**src/verilog/adc_host_pkg.sv**
```systemverilog
// package of constants and types for the serial converter host controller
//------------------------------------------------------------------------------
// Functional notes
// - host waits quiet gap before next frame
// - host gives sixteen shift clocks per frame; shutdown frames here stop after two
// - device shifts on fall, host samples on rise
// - early frame fall may add one leading zero
// - frame-select idled low must rise before next frame
// - shutdown exit powers up; discard first result
// - host does one dummy conversion after power-on
// - quiet gap still follows the dummy conversion
// - continuous rate at most shift clock over 20
// - host may end frame between clock 10 and 15
//------------------------------------------------------------------------------
package adc_host_pkg;
  localparam int          SCLK_HALF_CYC   = 4;      // 25 MHz / 8 = 3.125 MHz shift clock
  localparam int          FRAME_CLKS      = 16;
  localparam int          SD_CUT_CLKS     = 2;      // frame ended after clock 2: shutdown
  localparam int          LEAD_ZEROS      = 3;
  localparam int          RES_BITS        = 12;
  localparam int          CLK_PERIOD_NS   = 40;
  localparam int          QUIET_GAP_NS    = 50;
  localparam int          QUIET_GAP_CYC   = (QUIET_GAP_NS + CLK_PERIOD_NS - 1) / CLK_PERIOD_NS;
  localparam int          RATE_DIV        = 20;
  // one idle interval pads the frame to RATE_DIV shift clocks
  localparam int          IDLE_CYC_MIN    = (RATE_DIV - FRAME_CLKS) * 2 * SCLK_HALF_CYC;
  localparam int          POWERUP_NS      = 1000;
  localparam int          POWERUP_CYC     = POWERUP_NS / CLK_PERIOD_NS;
  localparam logic [11:0] RESULT_RST      = 12'h000;

  typedef enum logic [2:0]
  {
    ST_IDLE  = 3'b000,
    ST_SHIFT = 3'b001,
    ST_GAP   = 3'b011,
    ST_CUT   = 3'b010
  } host_state_t;
endpackage

```
**src/verilog/shift_link_if.sv**
```systemverilog
// interface between the frame sequencer and the pin shift engine
`timescale 1ns/1ps
interface shift_link_if;
  logic        start;      // begin a frame
  logic [4:0]  clk_limit;  // shift clocks to give this frame
  logic        busy;       // frame under way
  logic        done;       // pulse: frame finished and frame-select high
  logic [15:0] word;       // bits sampled on rising edges

  modport seq (output start, output clk_limit, input busy, input done, input word);
  modport eng (input start, input clk_limit, output busy, output done, output word);
endinterface

```
**src/verilog/adc_host.sv**
```systemverilog
// host controller for a serial 12-bit converter: framing, power mode, read-out
`timescale 1ns/1ps
module adc_host
  import adc_host_pkg::*;
#(
  parameter int QUIET_CYC = QUIET_GAP_CYC,
  parameter int IDLE_CYC  = IDLE_CYC_MIN,
  parameter int PWR_CYC   = POWERUP_CYC
)
(
  // clock and reset
  input  wire logic        clk,
  input  wire logic        rst,
  // user control
  input  wire logic        conv_req,
  input  wire logic        low_power,
  output logic             conv_ready,
  // user result
  output logic [11:0]      result,
  output logic             result_valid,
  output logic             powered_down,
  // converter pins
  output logic             frame_sel_n,
  output logic             shift_clk,
  input  wire logic        serial_result_out
);
  import adc_host_pkg::*;

  shift_link_if lnk ();

  adc_shift_engine u_eng
  (
    .clk               (clk),
    .rst               (rst),
    .lnk               (lnk),
    .frame_sel_n       (frame_sel_n),
    .shift_clk         (shift_clk),
    .serial_result_out (serial_result_out)
  );

  //----------------------------------------------------------------------------
  // sequencer state
  //----------------------------------------------------------------------------
  host_state_t st_ff;
  host_state_t nxt_st;
  logic [9:0]  gap_ff;
  logic [9:0]  nxt_gap;
  logic        dummy_ff;      // next completed word must be thrown away
  logic        nxt_dummy;
  logic        asleep_ff;
  logic        nxt_asleep;
  logic        cut_ff;        // current frame is a shutdown frame
  logic        nxt_cut;
  logic [11:0] res_ff;
  logic [11:0] nxt_res;
  logic        vld_ff;
  logic        nxt_vld;
  logic [9:0]  wait_need;

  // gap is the longest of the quiet gap, the rate-limit idle and, while asleep after a shutdown frame, the power-up time
  always_comb
  begin
    wait_need = 10'(QUIET_CYC);
    if (10'(IDLE_CYC) > wait_need)
      wait_need = 10'(IDLE_CYC);
    if (asleep_ff && 10'(PWR_CYC) > wait_need)
      wait_need = 10'(PWR_CYC);
  end

  // frame scheduling, dummy tracking and result capture
  always_comb
  begin
    nxt_st     = st_ff;
    nxt_gap    = gap_ff;
    nxt_dummy  = dummy_ff;
    nxt_asleep = asleep_ff;
    nxt_cut    = cut_ff;
    nxt_res    = res_ff;
    nxt_vld    = 1'b0;
    case (st_ff)
      ST_IDLE:
      begin
        if (low_power && !asleep_ff)
        begin
          nxt_cut = 1'b1; // short frame puts device to sleep
          nxt_st  = ST_CUT;
        end
        else if (conv_req)
        begin
          nxt_cut = 1'b0;
          nxt_st  = ST_SHIFT;
        end
      end
      ST_SHIFT, ST_CUT:
      begin
        if (lnk.done)
        begin
          nxt_gap = 10'h000;
          nxt_st  = ST_GAP;
          if (cut_ff)
            nxt_asleep = 1'b1; // stays down until next frame
          else
          begin
            // a frame from sleep or power-on is a dummy
            if (!dummy_ff)
            begin
              nxt_res = lnk.word[11:0]; // bit 12 absorbs the extra zero
              nxt_vld = 1'b1;
            end
            nxt_dummy  = 1'b0;
            nxt_asleep = 1'b0; // full power after sixteen clocks
          end
        end
      end
      ST_GAP:
      begin
        if (gap_ff >= wait_need)
          nxt_st = ST_IDLE;
        else
          nxt_gap = gap_ff + 10'h001;
      end
      default:
        nxt_st = ST_IDLE;
    endcase
    if (nxt_asleep && !asleep_ff)
      nxt_dummy = 1'b1;
  end

  always_ff @(posedge clk)
  begin
    if (rst)
    begin
      st_ff     <= ST_IDLE;
      gap_ff    <= 10'h000;
      dummy_ff  <= 1'b1; // mode unknown at power-on
      asleep_ff <= 1'b0;
      cut_ff    <= 1'b0;
      res_ff    <= RESULT_RST;
      vld_ff    <= 1'b0;
    end
    else
    begin
      st_ff     <= nxt_st;
      gap_ff    <= nxt_gap;
      dummy_ff  <= nxt_dummy;
      asleep_ff <= nxt_asleep;
      cut_ff    <= nxt_cut;
      res_ff    <= nxt_res;
      vld_ff    <= nxt_vld;
    end
  end

  // engine start is a pulse on leaving idle; frame-select always returns high
  assign lnk.start     = (st_ff == ST_IDLE) && (nxt_st != ST_IDLE);
  assign lnk.clk_limit = (nxt_st == ST_CUT || st_ff == ST_CUT) ?
                         5'(SD_CUT_CLKS) : 5'(FRAME_CLKS);
  assign conv_ready    = (st_ff == ST_IDLE) && !low_power;
  assign result        = res_ff;
  assign result_valid  = vld_ff;
  assign powered_down  = asleep_ff;

  //----------------------------------------------------------------------------
  // pin watchers for the checks below
  //----------------------------------------------------------------------------
  // counted from the pins, apart from the engine's own counters, so that a
  // slip in the engine cannot hide behind its own numbers
  logic        sck_seen_ff;
  logic        nxt_sck_seen;
  logic        fsel_seen_ff;
  logic        nxt_fsel_seen;
  logic [4:0]  rise_ff;       // rising shift clocks in this frame
  logic [4:0]  nxt_rise;
  logic [7:0]  period_ff;     // clocks since frame-select last fell, saturating
  logic [7:0]  nxt_period;
  logic        full_ff;       // last frame gave all sixteen clocks
  logic        nxt_full;

  // edge memory, rise count per frame and frame-to-frame spacing
  always_comb
  begin
    nxt_sck_seen  = shift_clk;
    nxt_fsel_seen = frame_sel_n;
    nxt_rise      = rise_ff;
    nxt_period    = period_ff;
    nxt_full      = full_ff;
    if (frame_sel_n)
    begin
      nxt_rise = 5'h00;
      if (!fsel_seen_ff)
        nxt_full = (rise_ff == 5'(FRAME_CLKS));
    end
    else if (shift_clk && !sck_seen_ff)
      nxt_rise = rise_ff + 5'h01;
    if (fsel_seen_ff && !frame_sel_n)
      nxt_period = 8'h01;
    else if (period_ff != 8'hFF)
      nxt_period = period_ff + 8'h01;
  end

  always_ff @(posedge clk)
  begin
    if (rst)
    begin
      sck_seen_ff  <= 1'b0;
      fsel_seen_ff <= 1'b1;
      rise_ff      <= 5'h00;
      period_ff    <= 8'hFF; // first frame after reset has no predecessor
      full_ff      <= 1'b0;
    end
    else
    begin
      sck_seen_ff  <= nxt_sck_seen;
      fsel_seen_ff <= nxt_fsel_seen;
      rise_ff      <= nxt_rise;
      period_ff    <= nxt_period;
      full_ff      <= nxt_full;
    end
  end

  //----------------------------------------------------------------------------
  // assertions
  //----------------------------------------------------------------------------
  // no new frame while the quiet gap runs
  chk_quiet_gap : assert property (@(posedge clk) disable iff (rst)
    $rose(lnk.done) |-> ##1 (frame_sel_n [*3])) else $error("frame too soon");
  // dummy word never reported
  chk_dummy_drop : assert property (@(posedge clk) disable iff (rst)
    (lnk.done && dummy_ff) |=> !vld_ff) else $error("dummy result reported");
  // leading zeros of a full word are zero from a healthy device
  chk_lead_zero : assert property (@(posedge clk) disable iff (rst)
    (lnk.done && !cut_ff && !dummy_ff) |-> lnk.word[15:13] == 3'h0)
    else $error("leading bits not zero");
  // shutdown frame sets the sleep flag
  chk_sleep_set : assert property (@(posedge clk) disable iff (rst)
    (lnk.done && cut_ff && st_ff == ST_CUT) |=> asleep_ff)
    else $error("sleep not recorded");
  // a full frame wakes the device
  chk_wake : assert property (@(posedge clk) disable iff (rst)
    (lnk.done && st_ff == ST_SHIFT) |=> !asleep_ff) else $error("wake missed");
  // frames only start from idle, with the engine at rest
  chk_start_idle : assert property (@(posedge clk) disable iff (rst)
    lnk.start |-> (!lnk.busy && $past(frame_sel_n))) else $error("start inside frame");
  // every frame carries its full count of rising clocks, or the short count
  chk_rise_count : assert property (@(posedge clk) disable iff (rst)
    $rose(frame_sel_n) |-> rise_ff == (cut_ff ? 5'(SD_CUT_CLKS) : 5'(FRAME_CLKS)))
    else $error("shift clock count per frame wrong");
  // back-to-back full frames start no closer than the rate limit allows
  chk_frame_rate : assert property (@(posedge clk) disable iff (rst)
    ($fell(frame_sel_n) && full_ff) |-> period_ff >= 8'(RATE_DIV * 2 * SCLK_HALF_CYC))
    else $error("frames closer than rate limit");
endmodule

```
**src/verilog/adc_shift_engine.sv**
```systemverilog
// pin engine: makes frame-select and shift clock, samples the serial result
`timescale 1ns/1ps
module adc_shift_engine
  import adc_host_pkg::*;
(
  // clock and reset
  input  wire logic clk,
  input  wire logic rst,
  // sequencer side
  shift_link_if.eng lnk,
  // converter pins
  output logic      frame_sel_n,
  output logic      shift_clk,
  input  wire logic serial_result_out
);
  logic [2:0]  sync_ff;
  logic [2:0]  nxt_sync;
  logic        din_ff;
  logic        nxt_din;
  logic        act_ff;
  logic        nxt_act;
  logic [3:0]  half_ff;
  logic [3:0]  nxt_half;
  logic [4:0]  cnt_ff;
  logic [4:0]  nxt_cnt;
  logic        sck_ff;
  logic        nxt_sck;
  logic [15:0] word_ff;
  logic [15:0] nxt_word;
  logic        done_ff;
  logic        nxt_done;

  // three-stage input sampler; second and third must agree
  always_comb
  begin
    nxt_sync = {sync_ff[1:0], serial_result_out};
    nxt_din  = (sync_ff[1] == sync_ff[2]) ? sync_ff[2] : din_ff;
  end

  // clock divider, edge count and capture
  always_comb
  begin
    nxt_act  = act_ff;
    nxt_half = half_ff;
    nxt_cnt  = cnt_ff;
    nxt_sck  = sck_ff;
    nxt_word = word_ff;
    nxt_done = 1'b0;
    if (!act_ff)
    begin
      if (lnk.start)
      begin
        nxt_act  = 1'b1; // frame-select falls, device samples input
        nxt_half = 4'h0;
        nxt_cnt  = 5'h00;
        nxt_sck  = 1'b0;
        nxt_word = 16'h0000;
      end
    end
    else if (half_ff == 4'(SCLK_HALF_CYC - 1))
    begin
      nxt_half = 4'h0;
      if (cnt_ff == lnk.clk_limit)
      begin
        nxt_act  = 1'b0; // frame-select rises; early rise cuts word or shuts down
        nxt_done = 1'b1;
      end
      else if (!sck_ff)
      begin
        nxt_sck  = 1'b1; // rising edge: sample the bit settled since the fall
        nxt_word = {word_ff[14:0], nxt_din}; // filtered bit; din_ff itself lags a clock
      end
      else
      begin
        nxt_sck = 1'b0; // falling edge: device shifts next bit
        nxt_cnt = cnt_ff + 5'h01;
      end
    end
    else
      nxt_half = half_ff + 4'h1;
  end

  always_ff @(posedge clk)
  begin
    if (rst)
    begin
      sync_ff <= 3'h0;
      din_ff  <= 1'b0;
      act_ff  <= 1'b0;
      half_ff <= 4'h0;
      cnt_ff  <= 5'h00;
      sck_ff  <= 1'b0;
      word_ff <= 16'h0000;
      done_ff <= 1'b0;
    end
    else
    begin
      sync_ff <= nxt_sync;
      din_ff  <= nxt_din;
      act_ff  <= nxt_act;
      half_ff <= nxt_half;
      cnt_ff  <= nxt_cnt;
      sck_ff  <= nxt_sck;
      word_ff <= nxt_word;
      done_ff <= nxt_done;
    end
  end

  assign frame_sel_n = ~act_ff;
  assign shift_clk   = sck_ff;
  assign lnk.busy    = act_ff;
  assign lnk.done    = done_ff;
  assign lnk.word    = word_ff;

  // shift clock only moves inside a frame
  chk_clk_in_frame : assert property (@(posedge clk) disable iff (rst)
    !act_ff |-> !sck_ff) else $error("shift clock high outside frame");
  // a full frame gives exactly sixteen falling edges and ends with the clock low
  chk_full_count : assert property (@(posedge clk) disable iff (rst)
    (nxt_done && lnk.clk_limit == 5'(FRAME_CLKS)) |-> (cnt_ff == 5'(FRAME_CLKS) && !sck_ff))
    else $error("full frame edge count wrong");
endmodule

```
**config.mk**
```make
export PLATFORM = sky130hd
export DESIGN_NAME = adc_host
export DESIGN_NICKNAME = d
export VERILOG_FILES = /design/src/verilog/adc_host_pkg.sv /design/src/verilog/shift_link_if.sv /design/src/verilog/adc_host.sv /design/src/verilog/adc_shift_engine.sv
export SDC_FILE = /design/constraint.sdc
export NUM_CORES = 1
export LEC_CHECK = 0
export ABC_CLOCK_PERIOD_IN_PS = 1700
export BUFFER_PORTS_ARGS = -buffer_cell sky130_fd_sc_hd__buf_2
export CAP_MARGIN = 20
export CELL_PAD_IN_SITES_DETAIL_PLACEMENT = 0
export CELL_PAD_IN_SITES_GLOBAL_PLACEMENT = 1
export CORE_MARGIN = 5
export CORE_UTILIZATION = 40
export DETAILED_ROUTE_END_ITERATION = 10
export GPL_TIMING_DRIVEN = 0
export PLACE_DENSITY = 0.85
export SETUP_SLACK_MARGIN = 0.1
export SYNTH_ARGS = -nofsm -noshare
export SYNTH_HDL_FRONTEND = slang
export SYNTH_SLANG_ARGS = --single-unit
```
**constraint.sdc**
```tcl
create_clock -name clk -period 1.7 [get_ports clk]
set_input_delay 0.085 -clock clk [delete_from_list [all_inputs] [get_ports clk]]
set_output_delay 0.085 -clock clk [all_outputs]
set_load 0.005 [all_outputs]
```
* Word-level counts from Yosys, hierarchy flattened *
Index checks and enable logic that the tools add are counted.

storage, ports and cells
  memories kept = 0
  latch bits = 0
  ROM bits = 0
  word-level logic and storage cells = 100
  bits in writable memories = 0
  register bits = 57
  output and inout bits = 17

operators by class
  multiply operators = 0
  magnitude comparators = 1
  shifts and indexed selects = 0
  bitwise gates (word level) = 6
  mux-type cells = 39
  add/subtract/negate cells = 3
  equal/unequal tests = 13
  divide/modulo/power cells = 0
  reduce and logical (&&, ||, !) cells = 23

operator list
  cell                                                                number
  2-to-1 mux 12 bit                                                   5
  2-to-1 mux 5 bit                                                    6
  2-to-1 mux 10 bit                                                   2
  one-hot mux 10 bit (2 select lines)                                 1
  2-to-1 mux 1 bit                                                    17
  2-to-1 mux 3 bit                                                    4
  2-to-1 mux 4 bit                                                    3
  AND reduction 4 bit                                                 3
  adder 10 x 1 -> 10 bit, second input constant                       1
  greater-or-equal comparator 10 x 6 -> 1 bit, second input constant  1
  != test 2 bit, second input constant                                5
  equality test 3 x 2 -> 1 bit, second input constant                 3
  one-hot mux 3 bit (3 select lines)                                  1
  AND reduction 3 bit                                                 3
  inverter 1 bit                                                      6
  nonzero test 2 bit                                                  3
  adder 5 x 1 -> 5 bit, second input constant                         1
  equality test 5 bit                                                 1
  adder 4 x 1 -> 4 bit, second input constant                         1
  equality test 4 x 2 -> 1 bit, second input constant                 1
  logical AND 1 bit                                                   4
  OR reduction 2 bit                                                  2
  OR reduction 4 bit                                                  1
  equality test 3 x 1 -> 1 bit, second input constant                 1
  other kinds (8)                                                     9

* Longest topological paths before layout *
  depth in word-level cells = 11
  mapped depth = 7

* By module *
Synthesis repeated with hierarchy kept, for this count alone.

second synthesis, totals
  cell total of the unflattened synthesis = 266
  area total of the unflattened synthesis = 2688.8 µm²

by module, submodules not included
  module            cells an instance  times used  area an instance (µm²)  seq. area each (µm²)
  adc_shift_engine  138                1           1421.4                  640.6
  adc_host          128                1           1267.5                  580.6

* Worst setup path before layout *
No wires, ideal clock.

  path kind = register -> register
  start point = register u_eng.half_ff[0]
  end point = register u_eng.cnt_ff[2]
  required time = 1.630 ns
  arrival = 1.777 ns
  setup slack = -0.147 ns
  setup time = 0.070 ns
  stages on the path, launching flop included = 7
  path through = dfxtp_1 ha_1 or3b_4 nand2_2 o211ai_2 or4_1 a21oi_1

between the ends
  word-level cells in the longest chain between the ends = 3

RTL lines
  what                           RTL line                 source
  start: declaration             adc_shift_engine.sv:22   logic [3:0] half_ff;
  start signal: assignment       adc_shift_engine.sv:101  half_ff <= nxt_half;
  equality test 4 x 2 -> 1 bit   adc_shift_engine.sv:60   else if (half_ff == 4'(SCLK_HALF_CYC - 1))
  != test 2 bit (no line)        n/a
  AND reduction 4 bit (no line)  n/a
  end signal: assignment         adc_shift_engine.sv:102  cnt_ff <= nxt_cnt;
  end: declaration               adc_shift_engine.sv:24   logic [4:0] cnt_ff;

No other way between the ends.
A chain may end at the register's enable or synchronous reset.

* Worst setup path after layout *
  start point = register st_ff[1]
  end point = register u_eng.cnt_ff[0]

between the ends
  word-level cells in the longest chain between the ends = 9

RTL lines
  what                                                    RTL line                         source
  start: declaration                                      adc_host.sv:44                   host_state_t st_ff;
  start signal: assignment                                adc_host.sv:143                  st_ff <= nxt_st;
  equality test 3 x 2 -> 1 bit (tied with other cells)    adc_host.sv:80, adc_host.sv:155
  OR reduction 2 bit or 2-to-1 mux 3 bit (tied branches)  adc_host.sv:80, adc_host.sv:83
  one-hot mux 3 bit (3 select lines)                      adc_host.sv:80                   case (st_ff)
  equality test 3 x 2 -> 1 bit                            adc_host.sv:155                  assign lnk.clk_limit = (nxt_st == ST_CUT || st_ff == ST_CUT) ?
  logical OR 1 bit                                        adc_host.sv:155
  2-to-1 mux 5 bit                                        adc_host.sv:155
  equality test 5 bit                                     adc_shift_engine.sv:63           if (cnt_ff == lnk.clk_limit)
  != test 2 bit (no line)                                 n/a
  AND reduction 4 bit (no line) (*)                       n/a

Mark *: on every way between the ends. The rest lies on a longest branch, timed or not.

==> impl_metrics.ini <==
[die]
io_pins = 22
die_h_um = 85.9
fp-row-count = 27
start_util_pct = 41.6
die_area_um2 = 7370
die_w_um = 85.9
core_um2 = 5540

[synthesis]
synthAdderAreaFrac_pct = 2.17
ys_seq_area_share_pct = 49.6
muxShareOfSynthArea_pct = 6.09
synth_top_family_by_area = simple AND/OR/NAND/NOR gates
synth_seq_cells = 57
synth_top_area_share_pct = 49.6
synthDistinctLibCells = 49
synth_ff_type = dfxtp_1
synthTopCellsByArea = dfxtp_1, mux2i_1, nor2_1
synth_xor_area_share_pct = 1.14
async_reset_ff_share_pct = 0
synth_compound_area_share_pct = 16.0
syn_inst = 240
synth_edf_count = 0
yosys.area_share.simple_pct = 21.1
ys_warn_count = 0
synth_area_um2 = 2300
synth_largest_area_cell = dfxtp_1
avgSynthCellArea_um2 = 9.59
synth_nets = 249

[job]
cap_violations = 0

[route]
drcViolationCount = 0
ant_nets = 0
finalWirelength_mm = 5.29
post_drt_wl_per_cell_um = 14.4
firstDrtPassIters = 4
vias = 1918
drt_iter0_markers = 63
viasPerCell = 5.23

[clocking]
clk_latency_ns = 0.34
cts_made_buffers = 9
cts_root_buf = clkbuf_8
clock_path_buffers = 2
h-tree-depth = 3
clk_pin_slew_ns = 0.07
numClockSinks = 57
tritoncts = yes

[finish]
filler_cell_count = 497
layout-drive-gt1-share_pct = 34.6
diodes = 0
layout.nets = 299
design_area_um2 = 3140
area_delta_synth_final_pct = 36.4

[pwr]
vdd_drop_max_mv = 0.818
pwr_density_cell_nw_per_um2 = 1010
p_total_mw = 3.19
p_leak_nw = 1.16

[sta]
period_needed_ns = 1.78
grt_setup_unrepaired = yes
finalClockSkew_ns = 0.00785
slew_viol_final = 0
tightest_slew_ns = 0.638
fmax_ghz = 0.561
relSlewSlack_pct = 57.5
period_share_pct = 105
hold_violations = 0
setup_viol = 21
fin_ws_ns = -0.0838

[place]
place_area_um2 = 2530
io_buffers = 20
gp_congestion = 0.774
hpwl_mm = 3.23

[critical_path]
required_ns = 1.96
worstReg2RegStart = st_ff[1]$_SDFF_PP0_
crit_path_end_kind = register
r2r-end = u_eng.cnt_ff[0]$_SDFFE_PP0P_
endpoint = u_eng.cnt_ff[0]$_SDFFE_PP0P_
cp_num_cells = 6
critPathLaunchType = register
cp.buffers_inverters = 1
path_max_fanout = 7
critPathTopFamily = simple AND/OR/NAND/NOR gates
crit_path_max_incr_delay_ns = 0.43
slowest_stage = or4_4
cp_cell_sequence = buf_6 -> or3_4 -> a211oi_4 -> a21oi_4 -> or4_4 -> a21oi_2
path_class = reg2reg
startpoint = st_ff[1]$_SDFF_PP0_
cp.arrival_ns = 2.05
r2r_cells = 6
r2r_slack_ns = -0.08

[status]
status = finished with violations
violations = setup timing

[grt]
grt.overflow.total = 0
grt_pass1_wl_mm = 8.47
grt_start_max_net_pins = 12
grt_util_all_layers_pct = 14.6
grt_pass1_vias = 1820
antenna_found_initial = 0

[hold_path]
hold_class = in2reg
-- where the power goes --
part	internal, mW	total, mW	switching (mW)
clock network	1.01	1.54	0.528
logic	0.119	0.278	0.159
registers	1.35	1.37	0.0194
-- synth_stat cells, drive strengths merged (2+ instances only) --
library cell and n:
dfxtp 57, o22ai 12, mux2i 14, o21a 5, xor2 2, nand2b 13
or3 4, nand4b 3, and2 4, nor3 5, ha 4, inv 8
or4 3, nor2 28, buf 5, nor2b 7, a21oi 16, nand4 3
o21ai 11, clkbuf 5, nand2 7, nand3 3
-- worst min path at each step --
stage / depth (start not counted) / start / end
finish: 2 / rst / u_eng.sync_ff[2]$_SDFF_PP0_
global route: 2 / rst / u_eng.sync_ff[1]$_SDFF_PP0_
CTS: 2 / rst / u_eng.sync_ff[2]$_SDFF_PP0_
detailed placement: 2 / serial_result_out / u_eng.sync_ff[0]$_SDFF_PP0_
global placement: 2 / serial_result_out / u_eng.sync_ff[0]$_SDFF_PP0_
floorplan: 1 / low_power / conv_ready
-- kinds of logic (layout without fill, tap and decap cells) --
| family | count (synthesis) | count (layout) |
|---|---|---|
| and+or+nand+nor | 87 | 87 |
| DFF | 57 | 57 |
| AOI/OAI and AO/OA | 56 | 57 |
| buffers and inverters | 18 | 72 |
| muxes | 14 | 14 |
| adders and majority gates | 4 | 4 |
| xor gates and xnor gates | 3 | 3 |
| other | 1 | 1 |
-- layer usage --
layer | vias to the layer above | part of all wire [%] | global-route usage (%)
li1 | 963 | - | -
met1 | 910 | 45 | 17.8
met2 | 39 | 48 | 23.3
met3 | 6 | 5.9 | 6.44
met4 | 0 | 1.1 | 3.88
met5 | - | 0 | 0
-- stage by stage --
stage	setup TNS [ns]	hold slack [ns]	instances	util, %	setup slack, ns
after floorplan	-0.0120	0.201	240	-	-0.00618
after global placement	-3.20	0.298	332	45.7	-0.228
after detailed placement	-3.40	0.304	332	45.7	-0.234
after CTS	-0.222	0.124	362	54.0	-0.0482
after global routing	-3.36	0.155	367	56.7	-0.177
final	-0.870	0.149	367	56.7	-0.0838
-- state kept, by name, summed over array words and instances, names as in the netlist --
register         cells
gap_ff              10
powered_down         1
u_eng.shift_clk      1
cut_ff               1
u_eng.sync_ff        3
u_eng.lnk.busy       1
u_eng.din_ff         1
u_eng.half_ff        4
u_eng.lnk.done       1
result_valid         1
dummy_ff             1
result              12
u_eng.cnt_ff         5
u_eng.lnk.word      12
st_ff                3
-- cell type report --
type | count | area, um2 | area share (%)
buffer | 10 | 71.3 | 2.27
clock buffer | 11 | 141 | 4.50
clock inverter | 5 | 103 | 3.27
inverter | 8 | 30.0 | 0.957
multi-input combinational | 166 | 1310 | 41.6
sequential | 57 | 1150 | 36.8
tap | 72 | 90.1 | 2.87
timing repair buffer | 38 | 243 | 7.73
-- cells in the final DEF (no fill, tap or decap), drive strengths merged, types with 5 or more instances in the layout --
master and count:
dfxtp 57, buf 41, nor2 28, a21oi 17, clkbuf 17, mux2i 14, nand2b 13, o22ai 12
o21ai 11, inv 8, nor2b 7, nand2 7, o21a 5, nor3 5
-- worst register-to-register path: cells and delay by family (launching register included) --
family                 cells  cell delay (ns)
buffers and inverters      1             0.13
DFF                        1             0.31
AOI/OAI and AO/OA          3             0.49
and+or+nand+nor            2             0.79
-- timing repair --
item	in CTS	in global routing
hold endpoints to repair	1	0
cloned	3	1
pin swaps	19	9
gates resized for setup	25	28
hold buffers	1	0
setup buffers	10	4
setup endpoints to repair	33	40
Power figures use the tool's default switching activity.
